==> src/pkg/cbl_pkg.sv <==
package cbl_pkg;
   // opcodes handled by this slice of the core
   localparam logic [7:0] OP_PAGE_JUMP_LO = 8'h01;
   localparam logic [4:0] OP_PAGE_JUMP_LOW5 = 5'h01;
   localparam logic [7:0] OP_AND_DIR_A = 8'h52;
   localparam logic [7:0] OP_AND_DIR_IMM = 8'h53;
   localparam logic [7:0] OP_AND_A_IMM = 8'h54;
   localparam logic [7:0] OP_AND_A_DIR = 8'h55;
   localparam logic [7:0] OP_AND_C_BIT = 8'h82;
   localparam logic [7:0] OP_AND_C_NBIT = 8'hb0;
   localparam logic [7:0] OP_CMP_A_IMM = 8'hb4;
   localparam logic [7:0] OP_CMP_A_DIR = 8'hb5;
   localparam logic [7:0] OP_ZERO_BIT = 8'hc2;
   localparam logic [7:0] OP_ZERO_C = 8'hc3;
   localparam logic [7:0] OP_ZERO_A = 8'he4;
   localparam logic [7:0] OP_INV_A = 8'hf4;
   localparam logic [7:0] OP_INV_C = 8'hb3;
   localparam logic [7:0] OP_INV_BIT = 8'hb2;
   localparam logic [7:0] OP_BCD = 8'hd4;
   localparam logic [7:0] OP_DEC_A = 8'h14;
   localparam logic [7:0] OP_DEC_DIR = 8'h15;
   localparam logic [7:0] OP_DIVIDE = 8'h84;
   localparam logic [7:0] OP_CNT_DIR = 8'hd5;
   localparam logic [7:0] OP_INC_A = 8'h04;
   localparam logic [7:0] OP_INC_DIR = 8'h05;
   localparam logic [7:0] OP_INC_PTR = 8'ha3;
   localparam logic [7:0] OP_BR_BIT = 8'h20;
   localparam logic [7:0] OP_BR_CLR = 8'h10;
   localparam logic [7:0] OP_BR_C = 8'h40;
   localparam logic [7:0] OP_IDX_JUMP = 8'h73;
   // opcode group prefixes (high nibble; high five bits for GRP_CNT_REG) and range markers
   localparam logic [3:0] GRP_AND = 4'h5;
   localparam logic [3:0] GRP_CMP = 4'hb;
   localparam logic [3:0] GRP_DEC = 4'h1;
   localparam logic [3:0] GRP_INC = 4'h0;
   localparam logic [4:0] GRP_CNT_REG = 5'h1b;
   // bcd constants
   localparam logic [7:0] BCD_LO_FIX = 8'h06;
   localparam logic [7:0] BCD_HI_FIX = 8'h60;
   localparam logic [7:0] BCD_MAX = 8'h99;
   localparam logic [3:0] BCD_NIB_MAX = 4'h9;
   // direct space split: ram below, sfr from here
   localparam logic [7:0] SFR_BASE = 8'h80;
   // reset values
   localparam logic [15:0] PC_RST = 16'h0000;
   localparam logic [7:0] BYTE_RST = 8'h00;

   // one-hot sequencer
   typedef enum logic [3:0] {
      ST_OP = 4'h1,
      ST_B1 = 4'h2,
      ST_B2 = 4'h4,
      ST_EX = 4'h8
   } cbl_state_type;

   // data-space access request
   typedef struct packed {
      logic wr;
      logic is_sfr;
      logic [7:0] addr;
      logic [7:0] wdata;
   } cbl_mem_type;

   // bit-space access request
   typedef struct packed {
      logic wr;
      logic [7:0] bit_location;
      logic wval;
   } cbl_bit_type;
endpackage

==> src/verilog/cbl_core.sv <==
`timescale 1ns/1ps
module cbl_core
   import cbl_pkg::*;
(
   // clock and reset
   input wire logic clk,
   input wire logic rstn,
   // program memory fetch
   output logic [15:0] code_addr,
   input wire logic [7:0] code_data,
   // data space (ram, sfr, working registers)
   output cbl_pkg::cbl_mem_type mem_req,
   input wire logic [7:0] mem_rdata,
   // bit space; port bits return their latch
   output cbl_pkg::cbl_bit_type bit_req,
   input wire logic bit_rdata,
   // working-register read for Rn and @Ri forms
   output logic [2:0] reg_sel,
   input wire logic [7:0] reg_rdata,
   // architectural state
   output logic [15:0] pc,
   output logic [7:0] acc,
   output logic [7:0] breg,
   output logic [15:0] pointer16_reg,
   output logic carry,
   output logic signed_wrap_flag
);
   import cbl_pkg::*;

   ////////////////////////////////////////////////////////////////////
   // state
   cbl_state_type st_q, st_d;
   logic [15:0] pc_q, pc_d; // program counter
   logic [7:0] op_q, op_d; // latched opcode
   logic [7:0] b1_q, b1_d; // first operand byte
   logic [7:0] acc_q, acc_d;
   logic [7:0] b_q, b_d;
   logic [15:0] dp_q, dp_d;
   logic c_q, c_d;
   logic ov_q, ov_d;

   assign pc = pc_q;
   assign acc = acc_q;
   assign breg = b_q;
   assign pointer16_reg = dp_q;
   assign carry = c_q;
   assign signed_wrap_flag = ov_q;
   assign code_addr = pc_q;

   ////////////////////////////////////////////////////////////////////
   // decode
   wire is_page = (op_q[4:0] == OP_PAGE_JUMP_LOW5);
   wire is_and = (op_q[7:4] == GRP_AND) && (op_q >= OP_AND_DIR_A);
   wire is_cmp = (op_q[7:4] == GRP_CMP) && (op_q >= OP_CMP_A_IMM);
   wire is_dec = (op_q[7:4] == GRP_DEC) && (op_q[3:0] >= 4'h4);
   wire is_inc = (op_q[7:4] == GRP_INC) && (op_q[3:0] >= 4'h4);
   wire is_cnt_reg = (op_q[7:3] == GRP_CNT_REG);
   wire is_cnt = is_cnt_reg || (op_q == OP_CNT_DIR);
   wire is_bitop = (op_q == OP_AND_C_BIT) || (op_q == OP_AND_C_NBIT) ||
      (op_q == OP_ZERO_BIT) || (op_q == OP_INV_BIT) ||
      (op_q == OP_BR_BIT) || (op_q == OP_BR_CLR);
   // operand source: A, direct byte, @Ri or Rn (low opcode bits)
   wire [3:0] lo = op_q[3:0];
   wire src_dir = (lo == 4'h5);
   wire src_ind = (lo == 4'h6) || (lo == 4'h7);
   wire src_reg = lo[3];
   // direct byte from which to read: first operand byte, or the @Ri register contents for the indirect forms
   wire [7:0] dir_addr = src_ind ? reg_rdata : b1_q;
   assign reg_sel = src_ind ? {2'b00, lo[0]} : lo[2:0];
   wire [7:0] opnd = src_reg ? reg_rdata : mem_rdata;
   // instruction length decides how many operand bytes follow
   // the three-byte and-immediate carries its direct address in byte 1 too
   wire need_b1 = is_page || is_bitop || src_dir || (op_q == OP_AND_DIR_A) ||
      (op_q == OP_AND_A_IMM) || (op_q == OP_AND_DIR_IMM) || is_cmp || is_cnt ||
      (op_q == OP_BR_C);
   wire need_b2 = is_cmp || (op_q == OP_BR_BIT) || (op_q == OP_BR_CLR) ||
      (op_q == OP_CNT_DIR) || (op_q == OP_AND_DIR_IMM);
   // relative target from next instruction address
   wire [7:0] rel = need_b2 ? code_data : b1_q;
   wire [15:0] rel_tgt = pc_q + {{8{rel[7]}}, rel};
   // compare operands
   wire [7:0] cmp_l = (lo == 4'h4 || lo == 4'h5) ? acc_q : opnd;
   wire [7:0] cmp_r = (lo == 4'h5) ? mem_rdata : b1_q;
   // bcd adjust
   wire bcd_lo = c_q || (acc_q[3:0] > BCD_NIB_MAX);
   wire [8:0] bcd1 = {1'b0, acc_q} + (bcd_lo ? {1'b0, BCD_LO_FIX} : 9'h000);
   wire bcd_hi = c_q || bcd_lo;
   wire [8:0] bcd2 = bcd1 + (bcd_hi ? {1'b0, BCD_HI_FIX} : 9'h000);
   // count-down target value
   wire [7:0] cnt_old = is_cnt_reg ? reg_rdata : mem_rdata;
   wire [7:0] cnt_new = cnt_old - 8'h01; // wraps 0 -> ff

   ////////////////////////////////////////////////////////////////////
   // data and bit request steering
   always_comb begin
      mem_req = '0;
      bit_req = '0;
      mem_req.addr = (op_q == OP_CNT_DIR) ? b1_q : dir_addr;
      bit_req.bit_location = b1_q;
      if (st_q == ST_EX) begin
         if (is_and && (op_q == OP_AND_DIR_A)) begin
            mem_req.wr = 1'b1; // result to first operand
            mem_req.wdata = mem_rdata & acc_q;
         end else if (op_q == OP_AND_DIR_IMM) begin
            mem_req.wr = 1'b1;
            mem_req.wdata = mem_rdata & code_data;
         end else if ((is_dec || is_inc) && lo != 4'h4) begin
            mem_req.wr = 1'b1; // 8-bit wrap, carry untouched
            mem_req.wdata = is_dec ? opnd - 8'h01 : opnd + 8'h01;
            if (src_reg) mem_req.addr = {5'h00, lo[2:0]};
         end else if (is_cnt) begin
            mem_req.wr = 1'b1;
            mem_req.wdata = cnt_new;
            if (is_cnt_reg) mem_req.addr = {5'h00, lo[2:0]};
         end else if (op_q == OP_ZERO_BIT) begin
            bit_req.wr = 1'b1; // one bit only
            bit_req.wval = 1'b0;
         end else if (op_q == OP_INV_BIT) begin
            bit_req.wr = 1'b1; // inverts returned latch
            bit_req.wval = ~bit_rdata;
         end else if (op_q == OP_BR_CLR && bit_rdata) begin
            bit_req.wr = 1'b1; // cleared only when taken
            bit_req.wval = 1'b0;
         end
      end
      // direct space split
      mem_req.is_sfr = (mem_req.addr >= SFR_BASE);
   end

   ////////////////////////////////////////////////////////////////////
   // execute
   always_comb begin
      st_d = st_q;
      pc_d = pc_q;
      op_d = op_q;
      b1_d = b1_q;
      acc_d = acc_q;
      b_d = b_q;
      dp_d = dp_q;
      c_d = c_q;
      ov_d = ov_q;
      unique case (st_q)
         ST_OP: begin
            op_d = code_data;
            pc_d = pc_q + 16'h0001;
            st_d = ST_B1;
         end
         ST_B1: begin
            if (need_b1) begin
               b1_d = code_data;
               pc_d = pc_q + 16'h0001;
            end
            st_d = ST_EX;
         end
         ST_EX: begin
            st_d = ST_OP;
            if (need_b2) pc_d = pc_q + 16'h0001;
            if (is_page) begin
               // page select keeps PC[15:11] of next address
               pc_d = {pc_q[15:11], op_q[7:5], b1_q};
            end else if (is_and && op_q != OP_AND_DIR_A && op_q != OP_AND_DIR_IMM) begin
               acc_d = acc_q & ((op_q == OP_AND_A_IMM) ? b1_q : opnd);
            end else if (is_cmp) begin
               c_d = (cmp_l < cmp_r);
               if (cmp_l != cmp_r) pc_d = rel_tgt + 16'h0001;
            end else if (is_cnt) begin
               if (cnt_new != 8'h00) pc_d = rel_tgt + (need_b2 ? 16'h0001 : 16'h0000);
            end else if (op_q == OP_BR_BIT || op_q == OP_BR_CLR) begin
               if (bit_rdata) pc_d = rel_tgt + 16'h0001;
            end else if (op_q == OP_BR_C) begin
               if (c_q) pc_d = rel_tgt;
            end else if (op_q == OP_AND_C_BIT) begin
               c_d = c_q & bit_rdata;
            end else if (op_q == OP_AND_C_NBIT) begin
               c_d = c_q & ~bit_rdata; // source bit not written
            end else if (op_q == OP_ZERO_C) begin
               c_d = 1'b0;
            end else if (op_q == OP_ZERO_A) begin
               acc_d = BYTE_RST;
            end else if (op_q == OP_INV_A) begin
               acc_d = ~acc_q;
            end else if (op_q == OP_INV_C) begin
               c_d = ~c_q;
            end else if (op_q == OP_BCD) begin
               acc_d = bcd2[7:0];
               c_d = (bcd2 > {1'b0, BCD_MAX});
            end else if (op_q == OP_DEC_A) begin
               acc_d = acc_q - 8'h01;
            end else if (op_q == OP_INC_A) begin
               acc_d = acc_q + 8'h01;
            end else if (op_q == OP_DIVIDE) begin
               c_d = 1'b0;
               ov_d = (b_q == 8'h00);
               if (b_q != 8'h00) begin
                  acc_d = acc_q / b_q;
                  b_d = acc_q % b_q;
               end
            end else if (op_q == OP_INC_PTR) begin
               dp_d = dp_q + 16'h0001;
            end else if (op_q == OP_IDX_JUMP) begin
               pc_d = dp_q + {8'h00, acc_q};
            end
         end
         default: st_d = ST_OP;
      endcase
   end

   ////////////////////////////////////////////////////////////////////
   // registers
   always_ff @(posedge clk or negedge rstn) begin
      if (!rstn) begin
         st_q <= ST_OP;
         pc_q <= PC_RST;
         op_q <= BYTE_RST;
         b1_q <= BYTE_RST;
         acc_q <= BYTE_RST;
         b_q <= BYTE_RST;
         dp_q <= PC_RST;
         c_q <= 1'b0;
         ov_q <= 1'b0;
      end else begin
         st_q <= st_d;
         pc_q <= pc_d;
         op_q <= op_d;
         b1_q <= b1_d;
         acc_q <= acc_d;
         b_q <= b_d;
         dp_q <= dp_d;
         c_q <= c_d;
         ov_q <= ov_d;
      end
   end

   ////////////////////////////////////////////////////////////////////
   // checks
   property p_page;
      @(posedge clk) disable iff (!rstn)
      (st_q == ST_EX && is_page) |=> (pc_q[10:0] == {$past(op_q[7:5]), $past(b1_q)});
   endproperty
   a_page: assert property (p_page) else $error("page jump target wrong");
   property p_page_hi;
      @(posedge clk) disable iff (!rstn)
      (st_q == ST_EX && is_page) |=> (pc_q[15:11] == $past(pc_q[15:11]));
   endproperty
   a_page_hi: assert property (p_page_hi) else $error("page jump left region");
   property p_div_ov;
      @(posedge clk) disable iff (!rstn)
      (st_q == ST_EX && op_q == OP_DIVIDE) |=> (ov_q == ($past(b_q) == 8'h00)) && !c_q;
   endproperty
   a_div_ov: assert property (p_div_ov) else $error("divide flags wrong");
   property p_ptr;
      @(posedge clk) disable iff (!rstn)
      (st_q == ST_EX && op_q == OP_INC_PTR) |=> (dp_q == $past(dp_q) + 16'h0001);
   endproperty
   a_ptr: assert property (p_ptr) else $error("pointer increment wrong");
   property p_idx;
      @(posedge clk) disable iff (!rstn)
      (st_q == ST_EX && op_q == OP_IDX_JUMP) |=> (pc_q == $past(dp_q) + {8'h00, $past(acc_q)});
   endproperty
   a_idx: assert property (p_idx) else $error("indexed jump wrong");
   property p_jc;
      @(posedge clk) disable iff (!rstn)
      (st_q == ST_EX && op_q == OP_BR_C && !c_q) |=> (pc_q == $past(pc_q));
   endproperty
   a_jc: assert property (p_jc) else $error("carry branch taken wrongly");
   property p_inva;
      @(posedge clk) disable iff (!rstn)
      (st_q == ST_EX && op_q == OP_INV_A) |=> (acc_q == ~$past(acc_q)) && (c_q == $past(c_q));
   endproperty
   a_inva: assert property (p_inva) else $error("accumulator invert wrong");
   property p_bcd_c;
      @(posedge clk) disable iff (!rstn)
      (st_q == ST_EX && op_q == OP_BCD) |=> (c_q == $past(bcd2 > 9'h099));
   endproperty
   a_bcd_c: assert property (p_bcd_c) else $error("bcd carry wrong");
   property p_inc_c;
      @(posedge clk) disable iff (!rstn)
      (st_q == ST_EX && (is_inc || is_dec)) |=> (c_q == $past(c_q));
   endproperty
   a_inc_c: assert property (p_inc_c) else $error("carry changed by step");
endmodule

==> config.mk <==
export PLATFORM = sky130hd
export DESIGN_NAME = cbl_core
export DESIGN_NICKNAME = d
export VERILOG_FILES = /design/src/pkg/cbl_pkg.sv /design/src/verilog/cbl_core.sv
export SDC_FILE = /design/constraint.sdc
export NUM_CORES = 1
export LEC_CHECK = 0
export ABC_AREA = 0
export CAP_MARGIN = 30
export CORE_UTILIZATION = 30
export CTS_CLUSTER_DIAMETER = 150
export CTS_CLUSTER_SIZE = 24
export DETAILED_ROUTE_END_ITERATION = 8
export DONT_BUFFER_PORTS = 1
export PLACE_DENSITY = 0.41
export SETUP_SLACK_MARGIN = 0.4
export SLEW_MARGIN = 5
export SYNTH_ARGS = -nofsm -noshare
export SYNTH_HDL_FRONTEND = slang
export SYNTH_SLANG_ARGS = --single-unit
==> constraint.sdc <==
create_clock -name clk -period 11.5 [get_ports clk]
set_input_delay 0 -clock clk [delete_from_list [all_inputs] [get_ports clk]]
set_output_delay 0 -clock clk [all_outputs]
set_load 0.1 [all_outputs]
# After elaboration in Yosys (flattened, before gate mapping)
# Index checks and enable logic that the tools add are counted.
# classes
n_addsub	13
n_div	2
n_lt_le_gt_ge	7
eq_ne	54
mux	98
n_bitwise	24
reduce_logical	49
# ops
op	n
16-bit two-way mux	27
8-bit two-way mux	31
8-bit equality test (second input constant)	12
16-bit by 1-bit adder with 16-bit output (second input constant)	3
16-bit case mux with 3 select lines	1
8-bit by 7-bit equality test with 1-bit output (second input constant)	5
18-bit AND reduction	2
1-bit two-way mux	35
8-bit AND	3
1-bit logical OR	24
8-bit by 1-bit subtractor with 8-bit output (second input constant)	3
7-bit nonzero test	3
4-bit by 3-bit equality test with 1-bit output (second input constant)	5
2-bit != test (second input constant)	10
1-bit NOT	18
17-bit AND reduction	1
16-bit by 1-bit adder with 16-bit output	1
16-bit adder	1
16-bit by 8-bit adder with 16-bit output	1
8-bit by 1-bit adder with 8-bit output (second input constant)	2
8-bit by 5-bit equality test with 1-bit output (second input constant)	2
8-bit >= comparator (second input constant)	2
8-bit by 7-bit != test with 1-bit output (second input constant)	2
8-bit nonzero test	2
35 further kinds	51
# word_totals
ff_bits	70
in_bits	27

# Longest topological paths before layout
# Gate-level depths: netlist of the first run.
# logic_depth
ltp_word	26
depth_mapped	54
ltp_nobuf	51

# Worst setup path after synthesis of the first run
# OpenSTA, ideal clock, no wires.
# synth_path
path_kind	flip-flop to flip-flop
from	reg b_q[5], in the netlist breg[5]
to	reg b_q[4], in the netlist breg[4]
setup_ns	0.131
t_arrival_ns	11.885
t_required_ns	11.369
path_slack_ns	-0.516
path_stages_with_launch	54
n_path_buf	3
period_less_slack_ns	12.016
cell_sequence	dfrtp_1 or4_1 buf_2 or3_4 nor2_1 a21oi_1 a21oi_1 ha_1 a21oi_1 nor4_1 o22a_1 ha_1 o21a_1 o21a_1 o21ai_1 mux2i_1 ha_1 o21a_1 [18 not listed] ha_1 o21a_1 o21ai_0 a21boi_0 o2111ai_1 nand2_1 clkbuf_1 mux2_2 ha_1 a21o_1 a21oi_1 o21ai_0 a211oi_1 o21bai_1 a21oi_1 nor2_1 a211oi_1 a21oi_1
# synth_between
elab_chain_len	2
elab_cells_between_ends	3
classes_between	div: 1; reduce/logical: 2
# synth_lines
element	line_no	rtl
start: declaration	cbl_core.sv:37	logic [7:0] b_q, b_d;
start signal: assignment	cbl_core.sv:217	b_q <= BYTE_RST;
start signal: assignment	cbl_core.sv:227	b_q <= b_d;
parallel branches: the longest is 2 deep, another holds 8-bit by 8-bit modulo with 8-bit output	--	
# Several ways; the timed one is not identified.
# A chain may end at the register's enable or synchronous reset.

# Worst setup path after layout of the first run
# layout_path
from	reg b_q[5], in the netlist breg[5]
to	reg b_q[3], in the netlist breg[3]
# The elaborated chain is that of the path after synthesis.

==> summary.txt, run 1 <==
Outcome
  • Outcome: finished, final reports clean

Placed design
  • Placed Area: roughly 13,000 sq um
  • Port Buf Inserts: 0
  • Gpl congestion: between 0.8 and 0.9
  • Dpl hpwl: 37.50 mm

Global route
  • Initial antenna violation count: 0
  • Vias in the first global route: 11.86k
  • First-pass GRT wire length: about 75 mm
  • Remaining global-route overflow: 0
  • Largest net degree at the start of global routing: 70
  • All-Layer GR Usage: roughly 25%

Floorplanning
  • Die X: roughly 200 um
  • Row cnt: 71
  • Starting Density: between 30% and 40%
  • Die Height: a little under 200 um
  • Num ports: between 100 and 150
  • Die area: about 40,000 sq um
  • Area of the core: 37,670 sq um

Drt
  • TritonRoute pass-1 iters: 5
  • DRC: 0
  • DR vias/cell: just under 6
  • Post-route ant nets: 0
  • Detailed-route via count: 12.60k
  • Final wirelength: between 40 and 50 mm
  • DR WL/cell: 22.92 um
  • Starting DRT DRC Count: between 1k and 1.5k

Synth
  • Syn avg cell area: roughly 7.2 sq um
  • Largest cells by area after synthesis: dfrtp_1 (15%), ha_1 (9.7%), nand2_1 (5.6%)
  • Share of flip-flops with an asynchronous set or reset: 100.0%
  • Flops & latches, synth: a little under 70
  • YS warnings: 0
  • Synth top cells by count: nand2_1 (170), nor2_1 (144), o21ai_0 (104)
  • Count of different cell masters after synthesis: 86
  • Mapped cell area: between 10,000 and 15,000 sq um
  • Cells after Synth: between 1.5k and 2k
  • Synthesized Nets: 1,712
  • Synth Flop Type: dfrtp_1
  • Synth top area share: between 10 and 15%
  • Sequential element share of the synthesized area: ~15%
  • Most frequent cell after synthesis: nand2_1
  • Number of synthesized flops with an enable pin: 0
  • Area leader, netlist: dfrtp_1

Setup path
  • CP startpoint kind: flop
  • Crit path DAT: around 11,000 ps
  • Buffer and inverter count on the worst path: 1
  • FF-to-FF path depth: 49
  • CP peak stage delay: ~540 ps
  • Most frequent cell on the critical path: o21a_1
  • R2R Setup Slk: ~770 ps
  • CP max FO: 7
  • Worst setup path startpoint: breg[5]
  • Crit path required time: 11,770 ps
  • Type of the worst setup path: flop to flop
  • RR Startpoint: breg[5]
  • Reg-to-reg endpoint: breg[3]
  • CP max stage cell: or4_4
  • Crit path capture: breg[3]
  • Critical path's top delay family: compound AO/OA/AOI/OAI gates
  • Crit path capture type: flop
  • Critical Path Stages: 49

Clock tree
  • Clock latency at the later pin of the worst-skew pair: about 360 ps
  • TritonCTS clock tree: yes
  • Clock Sinks: 69
  • Clk buf depth: 2
  • Htree depth: 3
  • TritonCTS buffer count: 9
  • Root Buffer: clkbuf_16
  • Clock slew seen by the registers of the worst setup and hold paths: 80 ps

Flow run
  • Max cap viols: 0

Min path
  • Worst hold path class: primary input to flop

Timing
  • Max Slew Vio Count: 0
  • Setup violations, final: 0
  • Max-Slew Margin vs Limit: between 30% and 40%
  • Final period util: between 90 and 100%
  • Clk_skew: ~15 ps
  • Final number of hold-violating endpoints: 0
  • Tmin final: around 11,000 ps
  • Worst-margin pin slew: around 1000 ps
  • Max Fclk: between 90 and 100 MHz
  • Hold slack: about 34 ps
  • RSZ-0062 raised after global routing: no

Finish
  • Reg area: 1763 sq um
  • Final Cell Area: about 14,000 sq um
  • Share of layout cells above drive strength 1: roughly 18%
  • Multi-input logic area: around 9500 sq um
  • Layout Area Growth over Synthesis: 22.38%
  • Post-layout nets: ~1.8k
  • Fillers: 3,980
  • Fin util: a little under two fifths
## through the flow
step	cells	worst slack (ps)	setup TNS (ps)
CTS	2144	428.2	0
global route	2166	280.8	0
floorplan	1591	403.9	0
global placement	2065	208.8	0
detailed placement	2117	-102.8	-226.7
finish	2167	768.0	0
## worst register-to-register path: cells and delay by family, from the launching register on
kind                     cells  cell delay, ps
AO/OA/AOI/OAI               29            4880
AND/OR/NAND/NOR              9            2180
adder cells (fa/ha/maj)      7            2030
multiplexers                 3             970
flip-flops                   1             470
buffers and inverters        1             130
## layer usage
layer  vias up  wire length, um  track usage, %
li1       5985                -               -
met1      6097            23180           35.51
met2       466            22380           39.88
met3        51             3324           4.275
met4         0              776           4.967
met5         -                0               0
## area by class of cell
| type | count | share of cell area [%] |
|---|---|---|
| multi-input combinational | 1358 | 67.23 |
| antenna | 1 | 0.01779 |
| inverter | 62 | 1.654 |
| clock buffer | 9 | 1.601 |
| clock inverter | 7 | 0.5336 |
| sequential | 69 | 12.53 |
| timing repair buffer | 150 | 11.89 |
| tap | 511 | 4.545 |
## repair_timing
item,CTS,global route
endpoints found under the setup margin,9,9
endpoints found under the hold margin,85,0
pin swaps,2,29
cloned,0,1
hold buffers,10,0
gates resized for setup,13,42
buffers inserted,1,15
## worst min-delay path by stage
stage	endpoint	depth (start not counted)	from
CTS	code_addr[13]	3	bit_rdata
detailed placement	op_q[3]	0	rstn
floorplan	acc[0]	0	rstn
global route	code_addr[13]	3	bit_rdata
finish	code_addr[13]	3	bit_rdata
global placement	op_q[2]	0	rstn
## cell families (layout without fill, tap and decap cells)
kind of cell / after synthesis / count (layout) / synth area share [%]
AO/OA/AOI/OAI: 478 / 479 / 27.50
XOR/XNOR: 117 / 117 / 8.914
adder cells (fa/ha/maj): 94 / 94 / 10.56
buffers and inverters: 165 / 228 / 6.095
flip-flops: 69 / 69 / 15.03
multiplexers: 74 / 74 / 6.759
other: 0 / 1 / 0
AND/OR/NAND/NOR: 594 / 594 / 25.14
## cells in the final DEF (no fill, tap or decap), drive strengths merged, types with 15 or more instances in the layout
cell type / instances
dfrtp: 68
a221oi: 16
and3: 22
o211ai: 21
xnor2: 72
o22ai: 21
xor2: 45
inv: 62
nor3: 63
o21ai: 117
ha: 89
a21o: 22
nor2: 145
a211oi: 31
nand3: 60
mux2: 29
or2: 15
or3: 15
nand2: 170
mux2i: 45
nor4: 16
a31oi: 21
a21oi: 98
o31ai: 16
o21a: 25
nand4: 17
buf: 139
Power of run 1 is not shown: default switching activity piles up to over one toggle a cycle in this logic, so the estimate is an artifact.
==> inputs of run 2 (changes only) <==
--- a/config.mk
+++ b/config.mk
@@ -7,12 +7,12 @@
 export LEC_CHECK = 0
 export ABC_AREA = 0
 export CAP_MARGIN = 30
-export CORE_UTILIZATION = 30
+export CORE_UTILIZATION = 46
 export CTS_CLUSTER_DIAMETER = 150
 export CTS_CLUSTER_SIZE = 24
 export DETAILED_ROUTE_END_ITERATION = 8
 export DONT_BUFFER_PORTS = 1
-export PLACE_DENSITY = 0.41
+export PLACE_DENSITY = 0.59
 export SETUP_SLACK_MARGIN = 0.4
 export SLEW_MARGIN = 5
 export SYNTH_ARGS = -nofsm -noshare
==> run 2 against run 1 <==
Largest cell class unchanged. Critical path depth up 2. Flip-flop and latch count did not move. Register-to-register slack got worse by 180 ps. Clock-buffer cell count increased by 1. Core utilization is 19 points higher. Global-route usage is 9.4 points higher. Worst setup slack worse by 180 ps. Sequential share of layout area rose by 0.24 points. Cell count fell by 8.9%. Highest routed layer unchanged. Via count increased by 3.3%.
==> summary.txt, run 2 (synthesis gave the netlist of run 1 again) <==
Finish
  • # diodes: 0 (-1)
  • Fillers: 2,287 (-43%)
  • Share of layout cells above drive strength 1: 18.00% (+0.30 points)
  • Commonest cells after routing, fill and taps aside: nand2_1 (169), nor2_1 (134), o21ai_0 (94)
  • Commonest non-fill, non-tap cell in the layout: nand2_1
  • Final Cell Area: 13,780 sq um (-2.0%)
  • Layout Area Growth over Synthesis: 19.91%
  • Fin util: 56.51% (+19 points)
  • Post-layout nets: 1,766 (-0.28%)

Timing
  • Hold slack: 14.89 ps (-19.34 ps)
  • Final period util: 94.91% (+1.6 points)
  • Final number of hold-violating endpoints: 0 (unchanged)
  • Max-Slew Margin vs Limit: 31.16% (-0.96 points)
  • Max Fclk: 91.62 MHz (-1.7%)
  • Setup violations, final: 0 (unchanged)
  • Clk_skew: 13.37 ps (-2.120 ps)
  • RSZ-0062 raised after global routing: no
  • Worst-margin pin slew: 1033 ps (+14.33 ps)
  • Max Slew Vio Count: 0 (unchanged)
  • Tmin final: 10,910 ps (+182.3 ps)

Global route
  • All-Layer GR Usage: 34.51% (+9.4 points)
  • Met3 usage: 6.883% (+2.6 points)
  • Routing usage on met2: 54.43% (+15 points)
  • Remaining global-route overflow: 0 (unchanged)
  • Largest net degree at the start of global routing: 70 (unchanged)
  • Most used routing layer in global routing: met2
  • GR Util met1: 47.32% (+12 points)
  • Vias in the first global route: 12.04k (+1.5%)
  • First-pass GRT wire length: 69.43 mm (-7.4%)
  • Initial antenna violation count: 0 (unchanged)

Drt
  • DR vias/cell: 6.592 (+13%)
  • DR WL/cell: 23.17 um (+1.1%)
  • Final wirelength: 45.74 mm (-7.9%)
  • Detailed-route via count: 13.01k (+3.3%)
  • Post-route ant nets: 0 (unchanged)
  • Starting DRT DRC Count: 1,480 (+26%)
  • DRC: 0 (unchanged)
  • TritonRoute pass-1 iters: 6 (+1)

Setup path
  • CP max FO: 6 (-1)
  • Crit path DAT: 11,210 ps (+210 ps)
  • CP peak stage delay: 570 ps (+30 ps)
  • CP startpoint kind: flop
  • Buffer and inverter count on the worst path: 2 (+1)
  • Worst setup path startpoint: breg[5]
  • Crit path required time: 11,790 ps (+20 ps)
  • Most frequent cell on the critical path: o21a_1
  • CP max stage cell: or4_4
  • Crit path capture type: flop
  • RR Startpoint: breg[5]
  • Critical path's top delay family: compound AO/OA/AOI/OAI gates
  • Type of the worst setup path: flop to flop

Placed design
  • Port Buf Inserts: 0 (unchanged)
  • Gpl congestion: 0.9877 (+11%)
  • Placed Area: 12,800 sq um (-2.9%)
  • Dpl hpwl: 33.52 mm (-11%)

Clock tree
  • Clk buf depth: 2 (unchanged)
  • Clock latency at the later pin of the worst-skew pair: 360 ps (about the same)
  • TritonCTS buffer count: 9 (unchanged)
  • Clock Sinks: 69 (unchanged)
  • Root Buffer: clkbuf_16
  • Clock slew seen by the registers of the worst setup and hold paths: 70 ps (about the same)
  • Htree depth: 3 (unchanged)
  • TritonCTS clock tree: yes

Floorplanning
  • Die Height: 160.1 um (-19%)
  • Die area: 25,630 sq um (-34%)
  • Num ports: 124 (unchanged)
  • Area of the core: 24,390 sq um (-35%)
  • Row cnt: 57 (-20%)
  • Die X: 160.1 um (-19%)
  • Starting Density: 47.13% (+17 points)

Outcome
  • Outcome: finished, final reports clean

Flow run
  • Max cap viols: 0 (unchanged)

Min path
  • Worst hold path class: primary input to flop
  • HP Start: bit_rdata
run 2: path summary, 6_finish.rpt:
kind / to / slack (ps) / cells past startpoint
min: code_addr[13] / 10 / 3
min in group asynchronous: acc[4] / 210 / 2
max in group asynchronous: code_addr[1] / 10820 / 2
max: breg[3] / 590 / 51
max reg2reg: breg[3] / 590 / 51
min reg2reg: st_q[3] / 570 / 1
run 2: metrics by stage:
stage	std cells	setup slack (ps)	setup TNS (ps)
floorplan	1591	403.9	0
global placement	1875	247.8	0
detailed placement	1920	-76.44	-220.1
CTS	1946	438.5	0
global route	1974	106.1	0
finish	1974	585.6	0
run 2: layout make-up:
cell class                      instances  area (sq um)  area share, %
Multi-Input combinational cell       1357          9500          68.92
Sequential cell                        69          1760          12.77
Timing Repair Buffer                  146          1585          11.50
Tap cell                              324         405.4          2.941
Inverter                               62         232.7          1.688
Clock buffer                           10         229.0          1.661
Clock inverter                          6         71.32         0.5174
run 2: layer usage:
layer	routed length [um]	vias to the layer above
met4	1137	0
met1	19530	6230
met5	0	-
met2	20570	713
li1	-	5972
met3	4494	97
run 2: worst min-delay path: cells and delay by family:
| kind | cells | cell delay (ps) |
|---|---|---|
| compound gates | 1 | 90 |
| simple gates | 2 | 240 |
run 2: what timing repair did:
| action | CTS | global route |
|---|---|---|
| endpoints found under the setup margin | 9 | 9 |
| endpoints found under the hold margin | 85 | 0 |
| buffers inserted | 0 | 26 |
| pin swaps | 1 | 26 |
| gates resized for setup | 14 | 52 |
| hold buffers | 10 | 0 |
Power of run 2 is left out for the same reason.
==> inputs of run 3 (changes only) <==
==> constraint.sdc (replaced) <==
create_clock -name clk -period 11.5 [get_ports clk]
set_input_delay 1.725 -clock clk [delete_from_list [all_inputs] [get_ports clk]]
set_output_delay 1.725 -clock clk [all_outputs]
set_load 0.1 [all_outputs]
==> run 3 against run 2 <==
Core utilization is 0.56 points lower. Wire length is 1.5% lower. Largest cell class unchanged. Critical endpoint is now breg[7]. Flip-flop and latch count stayed put. Non-clock buffer count is 13 lower. Clock skew is 1.7 ps higher. Via count is 1.2% lower.
==> summary.txt, run 3 (synthesis gave the netlist of run 1 again) <==
Clock tree
  • Clk buf depth: 2 (unchanged)
  • Root Buffer: clkbuf_16
  • Htree depth: 3 (unchanged)
  • Clock slew seen by the registers of the worst setup and hold paths: 70 ps (about the same)
  • Clock Sinks: 69 (unchanged)
  • Clock latency at the later pin of the worst-skew pair: 360 ps (about the same)
  • TritonCTS clock tree: yes
  • Cts hold-fix bufs: 0 (-10)
  • TritonCTS buffer count: 9 (unchanged)

Timing
  • Tmin final: 10,880 ps (-38.90 ps)
  • Sum of negative setup slack: 0 ps (unchanged)
  • RSZ-0062 raised after global routing: yes
  • Setup violations, final: 0 (unchanged)
  • Max-Slew Margin vs Limit: 30.53% (-0.63 points)
  • Worst-margin pin slew: 1042 ps (+9.518 ps)
  • Max Fclk: 91.95 MHz (+0.36%)
  • Clk_skew: 15.08 ps (+1.713 ps)
  • Max Slew Vio Count: 0 (unchanged)
  • Final period util: 94.57% (-0.34 points)
  • Final number of hold-violating endpoints: 0 (unchanged)

Placed design
  • Gpl congestion: 0.9549 (-3.3%)
  • Placed Area: 12,770 sq um (-0.19%)
  • Dpl hpwl: 33.77 mm (+0.76%)
  • Port Buf Inserts: 0 (unchanged)

Drt
  • TritonRoute pass-1 iters: 8 (+2)
  • Starting DRT DRC Count: 1,491 (+0.74%)
  • Final wirelength: 45.06 mm (-1.5%)
  • DR WL/cell: 22.97 um (-0.88%)
  • DR vias/cell: 6.549 (-0.64%)
  • Detailed-route via count: 12.85k (-1.2%)
  • Post-route ant nets: 0 (unchanged)
  • DRC: 0 (unchanged)

Floorplanning
  • Row cnt: 57 (unchanged)
  • Starting Density: 47.13% (unchanged)
  • Die area: 25,630 sq um (unchanged)
  • Die Height: 160.1 um (unchanged)
  • Die X: 160.1 um (unchanged)
  • Area of the core: 24,390 sq um (unchanged)
  • Num ports: 124 (unchanged)

Outcome
  • Outcome: finished, final reports clean

Global route
  • Initial antenna violation count: 0 (unchanged)
  • Routing usage on met2: 53.93% (-0.49 points)
  • Met3 usage: 8.727% (+1.8 points)
  • GR Util met1: 44.38% (-2.9 points)
  • Remaining global-route overflow: 0 (unchanged)
  • First-pass GRT wire length: 67.83 mm (-2.3%)
  • Vias in the first global route: 11.88k (-1.3%)
  • Largest net degree at the start of global routing: 70 (unchanged)
  • Most used routing layer in global routing: met2
  • All-Layer GR Usage: 33.86% (-0.65 points)

Finish
  • Commonest non-fill, non-tap cell in the layout: nand2_1
  • Commonest cells after routing, fill and taps aside: nand2_1 (169), nor2_1 (133), o21ai_0 (94)
  • # diodes: 0 (unchanged)
  • Post-layout nets: 1,754 (-0.68%)
  • Final Cell Area: 13,650 sq um (-1.0%)
  • Share of layout cells above drive strength 1: 18.38% (+0.38 points)
  • Layout Area Growth over Synthesis: 18.71%

Setup path
  • CP peak stage delay: 570 ps (about the same)
  • Crit path required time: 11,720 ps (-70 ps)
  • Crit path capture type: flop
  • Type of the worst setup path: flop to flop
  • CP max stage cell: or4_4
  • Most frequent cell on the critical path: o21a_1
  • CP startpoint kind: flop
  • CP max FO: 7 (+1)
  • Crit path DAT: 11,100 ps (-110 ps)

Min path
  • Worst hold path class: flop to flop

Flow run
  • Max cap viols: 0 (unchanged)
## run 3: cell types whose count changed in the layout (fill, tap and decap cells not counted), sizes merged
| cell | delta |
|---|---|
| bufinv | -1 |
| clkinv | +1 |
| buf | -5 |
| clkbuf | +1 |
| dlygate4sd3 | -9 |
| clkinvlp | +1 |
| a21oi | +1 |
| inv | -1 |
## run 3: final cells by class
type | count | area [sq um]
clock buffer | 10 | 229.0
sequential | 69 | 1760
fill | 2344 | 10740
timing repair buffer | 133 | 1411
tap | 324 | 405.4
multi-input combinational | 1358 | 9559
inverter | 62 | 232.7
clock inverter | 6 | 48.80
## run 3: critical path: cells and delay by family, from the launching register on
kind,cells,cell delay (ps)
AOI/OAI and AO/OA,28,4840
buffers and inverters,2,250
and+or+nand+nor,10,2370
DFF,1,410
adders and majority gates,7,1950
muxes,3,930
## run 3: path summary, 6_finish.rpt
check / start / endpoint / slack (ps) / cells past startpoint
max reg2reg: breg[6] / breg[7] / 620 / 50
max in group asynchronous: rstn / st_q[0] / 10230 / 0
min in group asynchronous: rstn / op_q[2] / 1060 / 0
min reg2reg: st_q[3] / st_q[3] / 560 / 1
min: st_q[3] / st_q[3] / 560 / 1
max: breg[6] / breg[7] / 620 / 50
## run 3: repair_timing
| item | 4_1_cts | 5_1_grt |
|---|---|---|
| setup endpoints to repair | 9 | 9 |
| resized for setup | 16 | 61 |
| gates cloned | 1 | 0 |
| pin swaps | 4 | 50 |
| setup buffers | 1 | 19 |
## run 3: per-stage QoR
step	instances	hold WS (ps)	setup WS, ps	utilization, %
2_1_floorplan	1591	474.2	403.9	-
3_3_place_gp	1883	538.4	192.0	49.84
3_5_place_dp	1922	541.9	-123.4	52.37
4_1_cts	1940	552.1	404.4	53.84
5_1_grt	1962	580.3	259.8	55.95
6_report	1962	557.8	624.5	55.95
## run 3: layer usage
layer	vias to the layer above	part of all wire, %
li1	5953	-
met1	6127	42
met2	683	45
met3	87	11
met4	0	2.9
met5	-	0
Power of run 3 is left out for the same reason.
